==> src/verilog/switch_id_regs.svh <==
// Purpose: Offsets, field positions, decode bounds and timing counts of the ID/start block
// Assumes: 7-bit byte addresses, 8-bit register data
// Notes:   Definitions only
`ifndef SWITCH_ID_REGS_SVH
`define SWITCH_ID_REGS_SVH

// ----------------------------------------------------------------
// Identification registers
// ----------------------------------------------------------------
`define REG_FAMILY_ADDR     7'h00
`define REG_SERIES_ADDR     7'h01
`define SERIES_MSB          7
`define SERIES_LSB          4
`define REV_MSB             3
`define REV_LSB             1
`define START_BIT           0
`define START_RESET         1'h0

// ----------------------------------------------------------------
// Address map bounds
// ----------------------------------------------------------------
`define GLOBAL_FIRST        7'h02
`define RSVD_FIRST          7'h0C
`define RSVD_LAST           7'h0F
`define PORT_FIRST          7'h10
`define PORT_LAST           7'h5F
`define PORT_STATUS_OFS     4'hE
`define TOS_FIRST           7'h60
`define MAC_FIRST           7'h68
`define IND_CTRL_FIRST      7'h6E
`define IND_DATA_FIRST      7'h70
`define DTEST_STAT_FIRST    7'h79
`define DTEST_CTRL_FIRST    7'h7B
`define ATEST_CTRL_FIRST    7'h7D
`define ATEST_STAT_ADDR     7'h7F
`define LAST_ADDR           7'h7F

// ----------------------------------------------------------------
// Strap settings, load sequence and timing
// ----------------------------------------------------------------
`define STRAP_EEPROM        2'h0
`define STRAP_RSVD          2'h1
`define STRAP_SPI           2'h2
`define STRAP_TEST          2'h3
`define EE_BYTE_COUNT       7'h6E
`define DEFAULT_BYTE        8'h00
`define CLK_PERIOD_NS       40
`define LOAD_TIME_MAX_MS    15
`define LOAD_TIME_MAX_CYCLES ((`LOAD_TIME_MAX_MS * 1000000) / `CLK_PERIOD_NS)

`endif

==> src/verilog/switch_id_pkg.sv <==
// Purpose: Types shared by the ID/start block and its users
// Assumes: switch_id_regs.svh for the numbers
// Notes:   Types only
package switch_id_pkg;

	// ----------------------------------------------------------------
	// Address regions
	// ----------------------------------------------------------------
	typedef enum logic [3:0] {
		REGION_CHIP_ID, REGION_GLOBAL, REGION_RESERVED, REGION_PORT_CTRL,
		REGION_PORT_STATUS, REGION_TOS, REGION_MAC, REGION_IND_CTRL,
		REGION_IND_DATA, REGION_DTEST_STAT, REGION_DTEST_CTRL,
		REGION_ATEST_CTRL, REGION_ATEST_STAT
	} region_type;

	// ----------------------------------------------------------------
	// Access port carriers
	// ----------------------------------------------------------------
	typedef struct packed {
		logic       rd;
		logic       wr;
		logic [6:0] addr;
		logic [7:0] wdata;
	} access_req_type;

	typedef struct packed {
		logic       rvalid;
		logic [7:0] rdata;
		region_type region;
		logic [2:0] port;
	} access_rsp_type;

	typedef struct packed {
		logic       valid;
		logic [6:0] addr;
	} ee_req_type;

endpackage

==> src/verilog/switch_id_and_start_control.sv <==
// Purpose: Chip identity, start control, default fill and checked EEPROM load
// Assumes: Serial access port and EEPROM byte reader run on clk_i
// Notes:   Straps are pins and are synchronised before use
`timescale 1ns/1ps
`include "switch_id_regs.svh"

module switch_id_and_start_control
	import switch_id_pkg::*;
#(
	parameter logic [7:0] FAMILY_CODE         = 8'hA7,  // Arbitrary value
	parameter logic [3:0] SERIES_CODE         = 4'h5,   // Arbitrary value
	parameter logic [2:0] REVISION_CODE       = 3'h3,   // Arbitrary value
	parameter int         LOAD_TIMEOUT_CYCLES = `LOAD_TIME_MAX_CYCLES
) (
	input  wire logic           clk_i,
	input  wire logic           reset_n_i,
	input  wire logic           ce_i,
	input  wire logic [1:0]     serial_mode_straps_i,
	input  wire access_req_type host_req_i,
	output logic                host_ready_o,
	output access_rsp_type      host_rsp_o,
	output ee_req_type          ee_req_o,
	input  wire logic           ee_ack_i,
	input  wire logic [7:0]     ee_data_i,
	input  wire logic           ee_absent_i,
	output logic                switch_enable_o,
	output logic                eeprom_applied_o
);

	localparam int TIMER_W = $clog2(LOAD_TIMEOUT_CYCLES + 1);

	typedef enum logic [1:0] {ST_INIT, ST_LOAD, ST_RUN} state_type;

	// ----------------------------------------------------------------
	// Strap synchroniser
	// ----------------------------------------------------------------
	logic [1:0] strap_meta_ff;
	logic [1:0] strap_sync_ff;

	always_ff @(posedge clk_i) begin
		if (!reset_n_i) begin
			strap_meta_ff <= 2'h0;
			strap_sync_ff <= 2'h0;
		end else if (ce_i) begin
			strap_meta_ff <= serial_mode_straps_i;
			strap_sync_ff <= strap_meta_ff;
		end
	end

	// ----------------------------------------------------------------
	// Region decode
	// ----------------------------------------------------------------
	function automatic region_type decode_region(input logic [6:0] a);
		region_type r;
		r = REGION_CHIP_ID;
		if (a >= `ATEST_STAT_ADDR)                r = REGION_ATEST_STAT;
		else if (a >= `ATEST_CTRL_FIRST)          r = REGION_ATEST_CTRL;
		else if (a >= `DTEST_CTRL_FIRST)          r = REGION_DTEST_CTRL;
		else if (a >= `DTEST_STAT_FIRST)          r = REGION_DTEST_STAT;
		else if (a >= `IND_DATA_FIRST)            r = REGION_IND_DATA;
		else if (a >= `IND_CTRL_FIRST)            r = REGION_IND_CTRL;
		else if (a >= `MAC_FIRST)                 r = REGION_MAC;
		else if (a >= `TOS_FIRST)                 r = REGION_TOS;
		else if (a >= `PORT_FIRST) begin
			if (a[3:0] >= `PORT_STATUS_OFS)       r = REGION_PORT_STATUS;
			else                                  r = REGION_PORT_CTRL;
		end
		else if (a >= `RSVD_FIRST)                r = REGION_RESERVED;
		else if (a >= `GLOBAL_FIRST)              r = REGION_GLOBAL;
		return r;
	endfunction

	// Port number 1..5 for port blocks, zero elsewhere
	function automatic logic [2:0] decode_port(input logic [6:0] a);
		logic [2:0] p;
		p = 3'h0;
		if (a >= `PORT_FIRST && a <= `PORT_LAST) p = a[6:4];
		return p;
	endfunction

	// ----------------------------------------------------------------
	// Control state
	// ----------------------------------------------------------------
	state_type          state_ff,      nxt_state;
	logic [6:0]         addr_cnt_ff,   nxt_addr_cnt;
	logic [TIMER_W-1:0] timer_ff,      nxt_timer;
	logic [1:0]         strap_mode_ff, nxt_strap_mode;
	logic               start_ff,      nxt_start;
	logic               run_ff,        nxt_run;
	logic               id_ok_ff,      nxt_id_ok;
	logic               mem_we;
	logic [6:0]         mem_waddr;
	logic [7:0]         mem_wdata;
	logic               host_take;
	logic               host_mem_addr;

	assign host_take     = ce_i && state_ff == ST_RUN;
	// Host writes to identity and reserved bytes never reach storage
	assign host_mem_addr = host_req_i.addr >= `GLOBAL_FIRST
		&& !(host_req_i.addr >= `RSVD_FIRST && host_req_i.addr <= `RSVD_LAST);

	always_comb begin
		nxt_state      = state_ff;
		nxt_addr_cnt   = addr_cnt_ff;
		nxt_timer      = timer_ff;
		nxt_strap_mode = strap_mode_ff;
		nxt_start      = start_ff;
		nxt_id_ok      = id_ok_ff;
		mem_we         = 1'h0;
		mem_waddr      = addr_cnt_ff;
		mem_wdata      = `DEFAULT_BYTE;
		unique case (state_ff)
			ST_INIT: begin
				// Fill defaults; also gives the strap synchroniser time to settle
				mem_we = 1'h1;
				if (addr_cnt_ff == `LAST_ADDR) begin
					nxt_strap_mode = strap_sync_ff;
					nxt_addr_cnt   = 7'h00;
					nxt_timer      = '0;
					nxt_state      = (strap_sync_ff == `STRAP_EEPROM) ? ST_LOAD : ST_RUN;
				end else begin
					nxt_addr_cnt = addr_cnt_ff + 7'h01;
				end
			end
			ST_LOAD: begin
				nxt_timer = timer_ff + TIMER_W'(1);
				if (ee_absent_i || timer_ff == TIMER_W'(LOAD_TIMEOUT_CYCLES - 1)) begin
					nxt_state = ST_RUN;
				end else if (ee_ack_i) begin
					nxt_addr_cnt = addr_cnt_ff + 7'h01;
					if (addr_cnt_ff == `REG_FAMILY_ADDR) begin
						if (ee_data_i != FAMILY_CODE) nxt_state = ST_RUN;
					end else if (addr_cnt_ff == `REG_SERIES_ADDR) begin
						if (ee_data_i[`SERIES_MSB:`SERIES_LSB] != SERIES_CODE) begin
							nxt_state = ST_RUN;
						end else begin
							nxt_id_ok = 1'h1;
						end
					end else begin
						mem_we    = id_ok_ff;
						mem_wdata = ee_data_i;
						if (addr_cnt_ff == `EE_BYTE_COUNT - 7'h01) nxt_state = ST_RUN;
					end
				end
			end
			ST_RUN: begin
				if (host_req_i.wr) begin
					if (host_req_i.addr == `REG_SERIES_ADDR) begin
						nxt_start = host_req_i.wdata[`START_BIT];
					end
					mem_we    = host_mem_addr;
					mem_waddr = host_req_i.addr;
					mem_wdata = host_req_i.wdata;
				end
			end
		endcase
		// In SPI and reserved strap modes enable follows the start bit in the same cycle it is stored
		nxt_run = 1'h0;
		if (nxt_state == ST_RUN) begin
			unique case (nxt_strap_mode)
				`STRAP_EEPROM: nxt_run = 1'h1;
				`STRAP_TEST:   nxt_run = 1'h0;
				default:       nxt_run = nxt_start;
			endcase
		end
	end

	always_ff @(posedge clk_i) begin
		if (!reset_n_i) begin
			state_ff      <= ST_INIT;
			addr_cnt_ff   <= `GLOBAL_FIRST;
			timer_ff      <= '0;
			strap_mode_ff <= `STRAP_TEST;
			start_ff      <= `START_RESET;
			run_ff        <= 1'h0;
			id_ok_ff      <= 1'h0;
		end else if (ce_i) begin
			state_ff      <= nxt_state;
			addr_cnt_ff   <= nxt_addr_cnt;
			timer_ff      <= nxt_timer;
			strap_mode_ff <= nxt_strap_mode;
			start_ff      <= nxt_start;
			run_ff        <= nxt_run;
			id_ok_ff      <= nxt_id_ok;
		end
	end

	// ----------------------------------------------------------------
	// Register storage
	// ----------------------------------------------------------------
	logic [7:0] mem_rdata;

	config_byte_mem #(
		.ADDR_W (7),
		.DATA_W (8)
	) u_mem (
		.clk_i     (clk_i),
		.reset_n_i (reset_n_i),
		.ce_i      (ce_i),
		.wr_en_i   (mem_we),
		.wr_addr_i (mem_waddr),
		.wr_data_i (mem_wdata),
		.rd_en_i   (host_take && host_req_i.rd),
		.rd_addr_i (host_req_i.addr),
		.rd_data_o (mem_rdata)
	);

	// ----------------------------------------------------------------
	// Read response
	// ----------------------------------------------------------------
	logic       rvalid_ff,  nxt_rvalid;
	logic       sel_mem_ff, nxt_sel_mem;
	logic [7:0] id_data_ff, nxt_id_data;
	region_type region_ff,  nxt_region;
	logic [2:0] port_ff,    nxt_port;

	always_comb begin
		nxt_rvalid  = 1'h0;
		nxt_sel_mem = sel_mem_ff;
		nxt_id_data = id_data_ff;
		nxt_region  = region_ff;
		nxt_port    = port_ff;
		if (host_take && host_req_i.rd) begin
			nxt_rvalid  = 1'h1;
			nxt_sel_mem = host_mem_addr;
			nxt_region  = decode_region(host_req_i.addr);
			nxt_port    = decode_port(host_req_i.addr);
			nxt_id_data = 8'h00;
			if (host_req_i.addr == `REG_FAMILY_ADDR) begin
				nxt_id_data = FAMILY_CODE;
			end else if (host_req_i.addr == `REG_SERIES_ADDR) begin
				nxt_id_data = {SERIES_CODE, REVISION_CODE, start_ff};
			end
		end
	end

	always_ff @(posedge clk_i) begin
		if (!reset_n_i) begin
			rvalid_ff  <= 1'h0;
			sel_mem_ff <= 1'h0;
			id_data_ff <= 8'h00;
			region_ff  <= REGION_CHIP_ID;
			port_ff    <= 3'h0;
		end else if (ce_i) begin
			rvalid_ff  <= nxt_rvalid;
			sel_mem_ff <= nxt_sel_mem;
			id_data_ff <= nxt_id_data;
			region_ff  <= nxt_region;
			port_ff    <= nxt_port;
		end
	end

	assign host_ready_o     = state_ff == ST_RUN;
	assign host_rsp_o       = '{rvalid: rvalid_ff,
		rdata: sel_mem_ff ? mem_rdata : id_data_ff, region: region_ff, port: port_ff};
	assign ee_req_o         = '{valid: state_ff == ST_LOAD, addr: addr_cnt_ff};
	assign switch_enable_o  = run_ff;
	assign eeprom_applied_o = id_ok_ff;
endmodule

==> src/verilog/config_byte_mem.sv <==
// Purpose: Byte-wide register storage with registered read data
// Assumes: One write and one read port on the same clock
// Notes:   Contents have no reset; the owner fills defaults
`timescale 1ns/1ps

module config_byte_mem #(
	parameter int ADDR_W = 7,
	parameter int DATA_W = 8
) (
	input  wire logic              clk_i,
	input  wire logic              reset_n_i,
	input  wire logic              ce_i,
	input  wire logic              wr_en_i,
	input  wire logic [ADDR_W-1:0] wr_addr_i,
	input  wire logic [DATA_W-1:0] wr_data_i,
	input  wire logic              rd_en_i,
	input  wire logic [ADDR_W-1:0] rd_addr_i,
	output logic      [DATA_W-1:0] rd_data_o
);

	logic [DATA_W-1:0] mem_ff [2**ADDR_W];
	logic [DATA_W-1:0] rd_data_ff;
	logic [DATA_W-1:0] nxt_rd_data;

	// ----------------------------------------------------------------
	// Read and write
	// ----------------------------------------------------------------
	always_comb begin
		nxt_rd_data = rd_data_ff;
		if (rd_en_i) begin
			nxt_rd_data = mem_ff[rd_addr_i];
		end
	end

	always_ff @(posedge clk_i) begin
		if (ce_i && wr_en_i) begin
			mem_ff[wr_addr_i] <= wr_data_i;
		end
	end

	always_ff @(posedge clk_i) begin
		if (!reset_n_i) begin
			rd_data_ff <= '0;
		end else if (ce_i) begin
			rd_data_ff <= nxt_rd_data;
		end
	end

	assign rd_data_o = rd_data_ff;

endmodule

==> config.mk <==
export PLATFORM = sky130hd
export DESIGN_NAME = switch_id_and_start_control
export DESIGN_NICKNAME = d
export VERILOG_FILES = /design/src/verilog/switch_id_pkg.sv /design/src/verilog/switch_id_and_start_control.sv /design/src/verilog/config_byte_mem.sv
export VERILOG_INCLUDE_DIRS = /design/src /design/src/verilog
export SDC_FILE = /design/constraint.sdc
export NUM_CORES = 1
export LEC_CHECK = 0
export BUFFER_PORTS_ARGS = -buffer_cell sky130_fd_sc_hd__buf_2
export CAP_MARGIN = 20
export CORE_MARGIN = 5
export CORE_UTILIZATION = 30
export CTS_CLUSTER_DIAMETER = 60
export DETAILED_ROUTE_END_ITERATION = 12
export GPL_ROUTABILITY_DRIVEN = 0
export PLACE_DENSITY_LB_ADDON = 0.1
export SKIP_LAST_GASP = 1
export SYNTH_ARGS = -nofsm -noshare
export SYNTH_HDL_FRONTEND = slang
export SYNTH_HIERARCHICAL = 1
export SYNTH_SLANG_ARGS = --single-unit
==> constraint.sdc <==
create_clock -name clk_i -period 8.47 [get_ports clk_i]
set_clock_uncertainty 0.05 [all_clocks]
set_input_delay 0.4235 -clock clk_i [delete_from_list [all_inputs] [get_ports clk_i]]
set_output_delay 0.4235 -clock clk_i [all_outputs]
set_load 0.02 [all_outputs]
# Word level (Yosys, flattened, before mapping)
# Memories as Yosys holds them, arrays and structs flattened. A register that Yosys moved wholly into a read port is not among the register bits.
# Cells that the tools add are included.
# classes
n_bitwise	3
n_reduce_logical	19
mux	56
add_sub_neg	2
order_cmp	14
n_eq_ne	14
# ops
operator	count
>= comparator 7 bit, second input constant	8
2-to-1 mux 8 bit	7
2-to-1 mux 7 bit	6
one-hot mux 19 bit (2 select lines)	1
2-to-1 mux 4 bit	9
2-to-1 mux 2 bit	12
adder 19 x 1 -> 19 bit, second input constant	1
== test 19 bit, second input constant	1
2-to-1 mux 19 bit	1
one-hot mux 8 bit (2 select lines)	1
== test 7 x 1 -> 1 bit, second input constant	2
== test 7 bit, second input constant	2
zero test 7 bit	2
one-hot mux 7 bit (2 select lines)	1
2-to-1 mux 1 bit	13
inequality test 8 bit, second input constant	1
adder 7 x 1 -> 7 bit, second input constant	1
>= comparator 7 x 2 -> 1 bit, second input constant	1
>= comparator 7 x 4 -> 1 bit, second input constant	1
>= comparator 7 x 5 -> 1 bit, second input constant	1
less-or-equal comparator 7 x 4 -> 1 bit, second input constant	1
less-or-equal comparator 7 bit, second input constant	1
AND reduction 7 bit	1
== test 2 bit, second input constant	3
18 further kinds	30
# word_totals
in_bits	32
out_inout_bits	27
ramBits	1024
register_bits	54
memories	1
word_cells	123
# memory_table
name	depth	width	rd	rd_ports_with_merged_regs	wr	line_no	source
u_mem.mem_ff	128	8	1	1	1	config_byte_mem.sv:21	logic [DATA_W-1:0] mem_ff [2**ADDR_W];

# Longest topological paths before layout
# depth
ltp_word	12
ltp_mapped	14
ltp_nobuf	11

# By module
# Netlist, hierarchy kept.
# modules_own_cells
mod	cells_each	instances	seq_area_each_um2	area_each_um2
config_byte_mem	1889	1	30909.6	40054.7
switch_id_and_start_control	377	1	1001.0	2867.8

# Worst setup path after synthesis
# No wires, ideal clock.
# synth_timing
kind	reg2reg
from	register timer_ff[0]
to	memory u_mem.mem_ff[0][0], data pin
setup_time_ns	0.829
stages_incl_launch_ff	9
period_less_slack_ns	5.645
required_ns	7.591
setup_slack_ns	2.825
n_path_buf	1
arrival_time_ns	4.766
path_cell_list	dfxtp_1 ha_1 nand4_1 and4b_1 a21oi_1 and3_1 clkbuf_1 a22oi_1 nor2b_1
# synth_between
elab_chain_cells	4
# synth_rtl
item	line_no	source
from (decl)	switch_id_and_start_control.sv:86	logic [TIMER_W-1:0] timer_ff, nxt_timer;
from (signal assigned)	switch_id_and_start_control.sv:180	timer_ff <= nxt_timer;
== test 19 bit	switch_id_and_start_control.sv:127	if (ee_absent_i || timer_ff == TIMER_W'(LOAD_TIMEOUT_CYCLES - 1)) begin
logical OR 1 bit	switch_id_and_start_control.sv:127	
2-to-1 mux 8 bit	switch_id_and_start_control.sv:127	
one-hot mux 8 bit (2 select lines)	switch_id_and_start_control.sv:112	unique case (state_ff)
via mem_wdata[0]	switch_id_and_start_control.sv:93	logic [7:0] mem_wdata;
to (decl)	config_byte_mem.sv:21	
# The timed path passes the listed nets, and every way through them passes these cells.

# Worst setup path in the final report
# layout_timing
from	register timer_ff[0]
to	memory u_mem.mem_ff[125][7], enable pin
# layout_between
elab_chain_cells	7
# layout_rtl
item	line_no	source
== test 19 bit	switch_id_and_start_control.sv:127	
logical OR 1 bit	switch_id_and_start_control.sv:127	
2-to-1 mux 1 bit	switch_id_and_start_control.sv:127	
one-hot mux 1 bit (3 select lines)	switch_id_and_start_control.sv:112	
via mem_we	switch_id_and_start_control.sv:91	logic mem_we;
logical AND 1 bit	config_byte_mem.sv:36	if (ce_i && wr_en_i) begin
2-to-1 mux 1 bit	config_byte_mem.sv:36	
2-to-1 mux 1 bit (not written as such)	config_byte_mem.sv:37	mem_ff[wr_addr_i] <= wr_data_i;
# The timed path passes the listed nets, and every way through them passes these cells.

==> flow_summary_export.csv <==
group,metric,value,unit
grt,grt_pass1_wl,176.8,mm
detailed_routing,met2_length,58.45,mm
power_and_ir_drop,finalPower,11.99,mW
synthesis,ys_types,60,
finish,instances_no_fill,4369,
finish,area_growth,16.07,%
detailed_routing,wl_met3,6.273,mm
sta,setup_violations,0,
worst_setup_path,r2r-start,"timer_ff[0]",
clock_network,htree_levels,4,
grt,antenna_found_initial,3,
floorplanning,start_util,30.24,%
detailed_routing,dr.pass1.iters,7,
worst_setup_path,r2r-end,"u_mem/mem_ff[125][7]",
grt,track_usage,16.33,%
sta,grt_setup_unrepaired,"no",
worst_hold_path,min-delay-start,"ee_absent_i",
floorplanning,core,0.1419,mm2
detailed_routing,vias_per_cell,5.067,
grt,grt_pass1_vias,22740,
sta,period_minus_slack,4693,ps
sta,setup_ws,3777,ps
worst_setup_path,cp-end-kind,"flip-flop",
power_and_ir_drop,p_leak,16.57,nW
status,status,"completed",
worst_setup_path,path_max_fanout,11,
clock_network,clk_latency,730,ps
clock_network,clk_pin_slew,50,ps
placement,dp_hpwl,78.34,mm
worst_setup_path,reg2reg_depth,11,
synthesis,synth_nets,2306,
sta,relSlewSlack,22.60,%
floorplanning,ios,59,
worst_hold_path,hold_path.class,"in -> reg",
placement,port_buffers,58,
placement,place_ws,3664,ps
clock_network,cts_resized,0,
power_and_ir_drop,irDropWorstVdd,146.9,uV
synthesis,synthFlopType,"edfxtp_1",
synthesis,ys_seq_elements,1082,
power_and_ir_drop,powerDensity,240.6,mW/mm2
synthesis,syn_area,0.04292,mm2
floorplanning,fp.dieW,388.3,um
clock_network,cts_buffer_depth,3,
worst_setup_path,cp.arrival,5020,ps
detailed_routing,routed_wl,124.9,mm
synthesis,avgSynthCellArea,18.94,um2
clock_network,cts_buffers,133,
grt,grt_max_degree,129,
clock_network,post_cts_buffers,0,
worst_hold_path,hold_depth,4,
floorplanning,num_rows,138,
finish,drive_above_1_share,21.85,%
detailed_routing,drc_errors,0,
placement,placed_cells_incl_taps,4123,
worst_setup_path,critical_path_class,"reg -> reg",
detailed_routing,routed.top_layer,"met4",
synthesis,synth-async-reset-ratio,0,%
worst_hold_path,whs_endpoint,"eeprom_applied_o",
floorplanning,die_h,388.3,um
detailed_routing,avgRoutedWirePerCell,28.59,um
sta,slew_viol_final,0,
detailed_routing,drtAntennaViolNets,0,
detailed_routing,drt_iter0_markers,2105,
worst_setup_path,critPathLaunchType,"flip-flop",
finish,n_fill_cell,13300,
clock_network,cts_tree,"yes",
floorplanning,dieArea,0.1507,mm2
clock_network,cts-root-buf,"clkbuf_16",
sta,fmax,0.2131,GHz
synthesis,yosysSeqAreaShare,74.34,%
detailed_routing,num_vias,22140,
synthesis,synth_edf_count,1024,
sta,hold_viol_final,0,
synthesis,synthCells,2266,
finish,nets,2412,
flow_run,drv_cap,0,
sta,tightest_slew,1156,ps
grt,grt-ovfl-total,0,
clock_network,cts_num_sinks,1082,
worst_setup_path,critPathRequiredTime,8790,ps
detailed_routing,wirelength_met1,57.22,mm
sta,period_share,55.41,%
worst_setup_path,r2r_slack,3780,ps
synthesis,yosysWarnings,6,
sta,setup_tns,0,ps
-- cell families after synthesis --
kind of cell / share of synthesized area, %
flip-flops: 74.34
AO/OA/AOI/OAI: 3.775
XOR/XNOR: 0.4285
adder cells (fa/ha/maj): 0.2332
multiplexers: 14.72
buffers and inverters: 1.699
AND/OR/NAND/NOR: 4.795
-- repair_timing --
item,4_1_cts,5_1_grt
hold buffers,3,0
endpoints found under the hold margin,3,0
endpoints found under the setup margin,0,0
-- worst max path at each step --
| stage | from | endpoint | slack [ps] |
|---|---|---|---|
| after CTS | timer_ff[0] | u_mem/mem_ff[125][3] | 3770 |
| final | timer_ff[0] | u_mem/mem_ff[125][7] | 3780 |
| after global placement | ce_i | u_mem/rd_data_o[6] | 3810 |
| after detailed placement | host_req_i[11] | u_mem/mem_ff[75][5] | 3660 |
| after floorplan | timer_ff[0] | u_mem/mem_ff[0][0] | 2820 |
| after global routing | timer_ff[0] | u_mem/mem_ff[125][0] | 3510 |
-- placed cells by master (no fill, tap or decap), types with 5 or more instances in the layout --
| cell | netlist | layout |
|---|---|---|
| a221oi_1 | 12 | 12 |
| xnor2_1 | 6 | 6 |
| nor2b_4 | 0 | 8 |
| and3_1 | 11 | 11 |
| nand2b_1 | 17 | 16 |
| nor3_1 | 26 | 25 |
| a211oi_1 | 34 | 34 |
| o22ai_1 | 7 | 7 |
| o21ai_0 | 26 | 26 |
| and2_1 | 9 | 9 |
| clkbuf_1 | 72 | 31 |
| buf_12 | 0 | 6 |
| edfxtp_1 | 1024 | 1024 |
| buf_2 | 22 | 56 |
| bufinv_16 | 0 | 14 |
| mux4_2 | 233 | 233 |
| o211ai_1 | 7 | 7 |
| mux2i_1 | 106 | 106 |
| nand2_1 | 76 | 76 |
| a22oi_1 | 70 | 70 |
| clkinv_1 | 0 | 20 |
| inv_6 | 0 | 7 |
| nor2b_1 | 32 | 23 |
| dfxtp_1 | 58 | 58 |
| nand3_1 | 32 | 31 |
| clkinv_4 | 0 | 5 |
| a21oi_1 | 48 | 48 |
| clkinv_2 | 0 | 13 |
| buf_4 | 16 | 30 |
| ha_1 | 8 | 8 |
| inv_1 | 15 | 15 |
| nor2_1 | 185 | 185 |
| xor2_1 | 15 | 15 |
| clkbuf_16 | 0 | 140 |
| nor4_1 | 13 | 13 |
| or3_1 | 6 | 6 |
| nand4_1 | 8 | 8 |
| a32o_1 | 7 | 7 |
| clkinvlp_4 | 0 | 5 |
-- registers in the layout, indices dropped and copies added (netlist names) --
signal	count
addr_cnt_ff	7
strap_meta_ff	2
id_data_ff	4
sel_mem_ff	1
region_ff	4
u_mem/mem_ff	1024
eeprom_applied_o	1
rvalid_ff	1
strap_sync_ff	2
state_ff	2
strap_mode_ff	2
u_mem/rd_data_o	8
start_ff	1
switch_enable_o	1
timer_ff	19
port_ff	3
-- routing by layer --
metal | global-route usage [%] | vias up
met5 | 0 | -
met4 | 4.724 | 0
met3 | 2.802 | 151
met2 | 25.69 | 638
met1 | 23.40 | 11880
li1 | - | 9474
-- metrics by stage --
step	util (%)	hold slack, ps	area (um2)
after floorplan	-	382.4	42920
after global placement	31.96	399.9	45350
after detailed placement	31.97	413.3	45380
after CTS	35.09	36.76	49810
after global routing	35.10	73.90	49810
final	35.10	111.2	49820
-- synth_stat cells (7+ instances only) --
cell type     n  area, um2
nand3_1      32      160.2
and3_1       11      68.82
nor3_1       26      130.1
a211oi_1     34      255.2
clkbuf_1     72      270.3
nor2b_1      32      200.2
buf_4        16      120.1
o21ai_0      26      130.1
nand2b_1     17      106.4
a221oi_1     12      105.1
buf_2        22      110.1
a22oi_1      70      525.5
nor4_1       13      81.33
nand2_1      76      285.3
nor2_1      185      694.4
ha_1          8      100.1
a21oi_1      48      240.2
nand4_1       8      50.05
dfxtp_1      58       1161
o211ai_1      7      52.55
xor2_1       15      131.4
and2_1        9      56.30
mux2i_1     106       1061
edfxtp_1   1024      30750
mux4_2      233       5248
buf_6        11      123.9
o22ai_1       7      43.79
inv_1        15      56.30
a32o_1        7      70.07
-- final cells by class --
| type | count | area [um2] | share of cell area, % |
|---|---|---|---|
| clock inverter | 68 | 775.7 | 1.557 |
| antenna | 3 | 7.507 | 0.01507 |
| timing repair buffer | 99 | 723.2 | 1.452 |
| clock buffer | 171 | 3620 | 7.266 |
| sequential | 1082 | 31910 | 64.05 |
| multi-input combinational | 1041 | 10360 | 20.80 |
| tap | 1890 | 2365 | 4.747 |
| inverter | 15 | 56.30 | 0.1130 |
-- power breakdown --
group | leakage (nW) | switching (mW) | internal (mW)
Clock | 2.13 | 2.23 | 3.46
Sequential | 10.6 | 0.00829 | 5.81
Combinational | 3.80 | 0.315 | 0.161
-- worst max-delay path, cell delays in order (launching register included) --
cell and delay [ps]:
dfxtp_1 330, ha_1 230, nand4_1 100, and4b_1 240
a21oi_1 320, and3_1 410, nand2_1 130, o211ai_1 100
and2_1 490, nand4b_1 810, buf_4 500, nor2_1 600
Note: power is estimated with default switching activity, not from simulation.
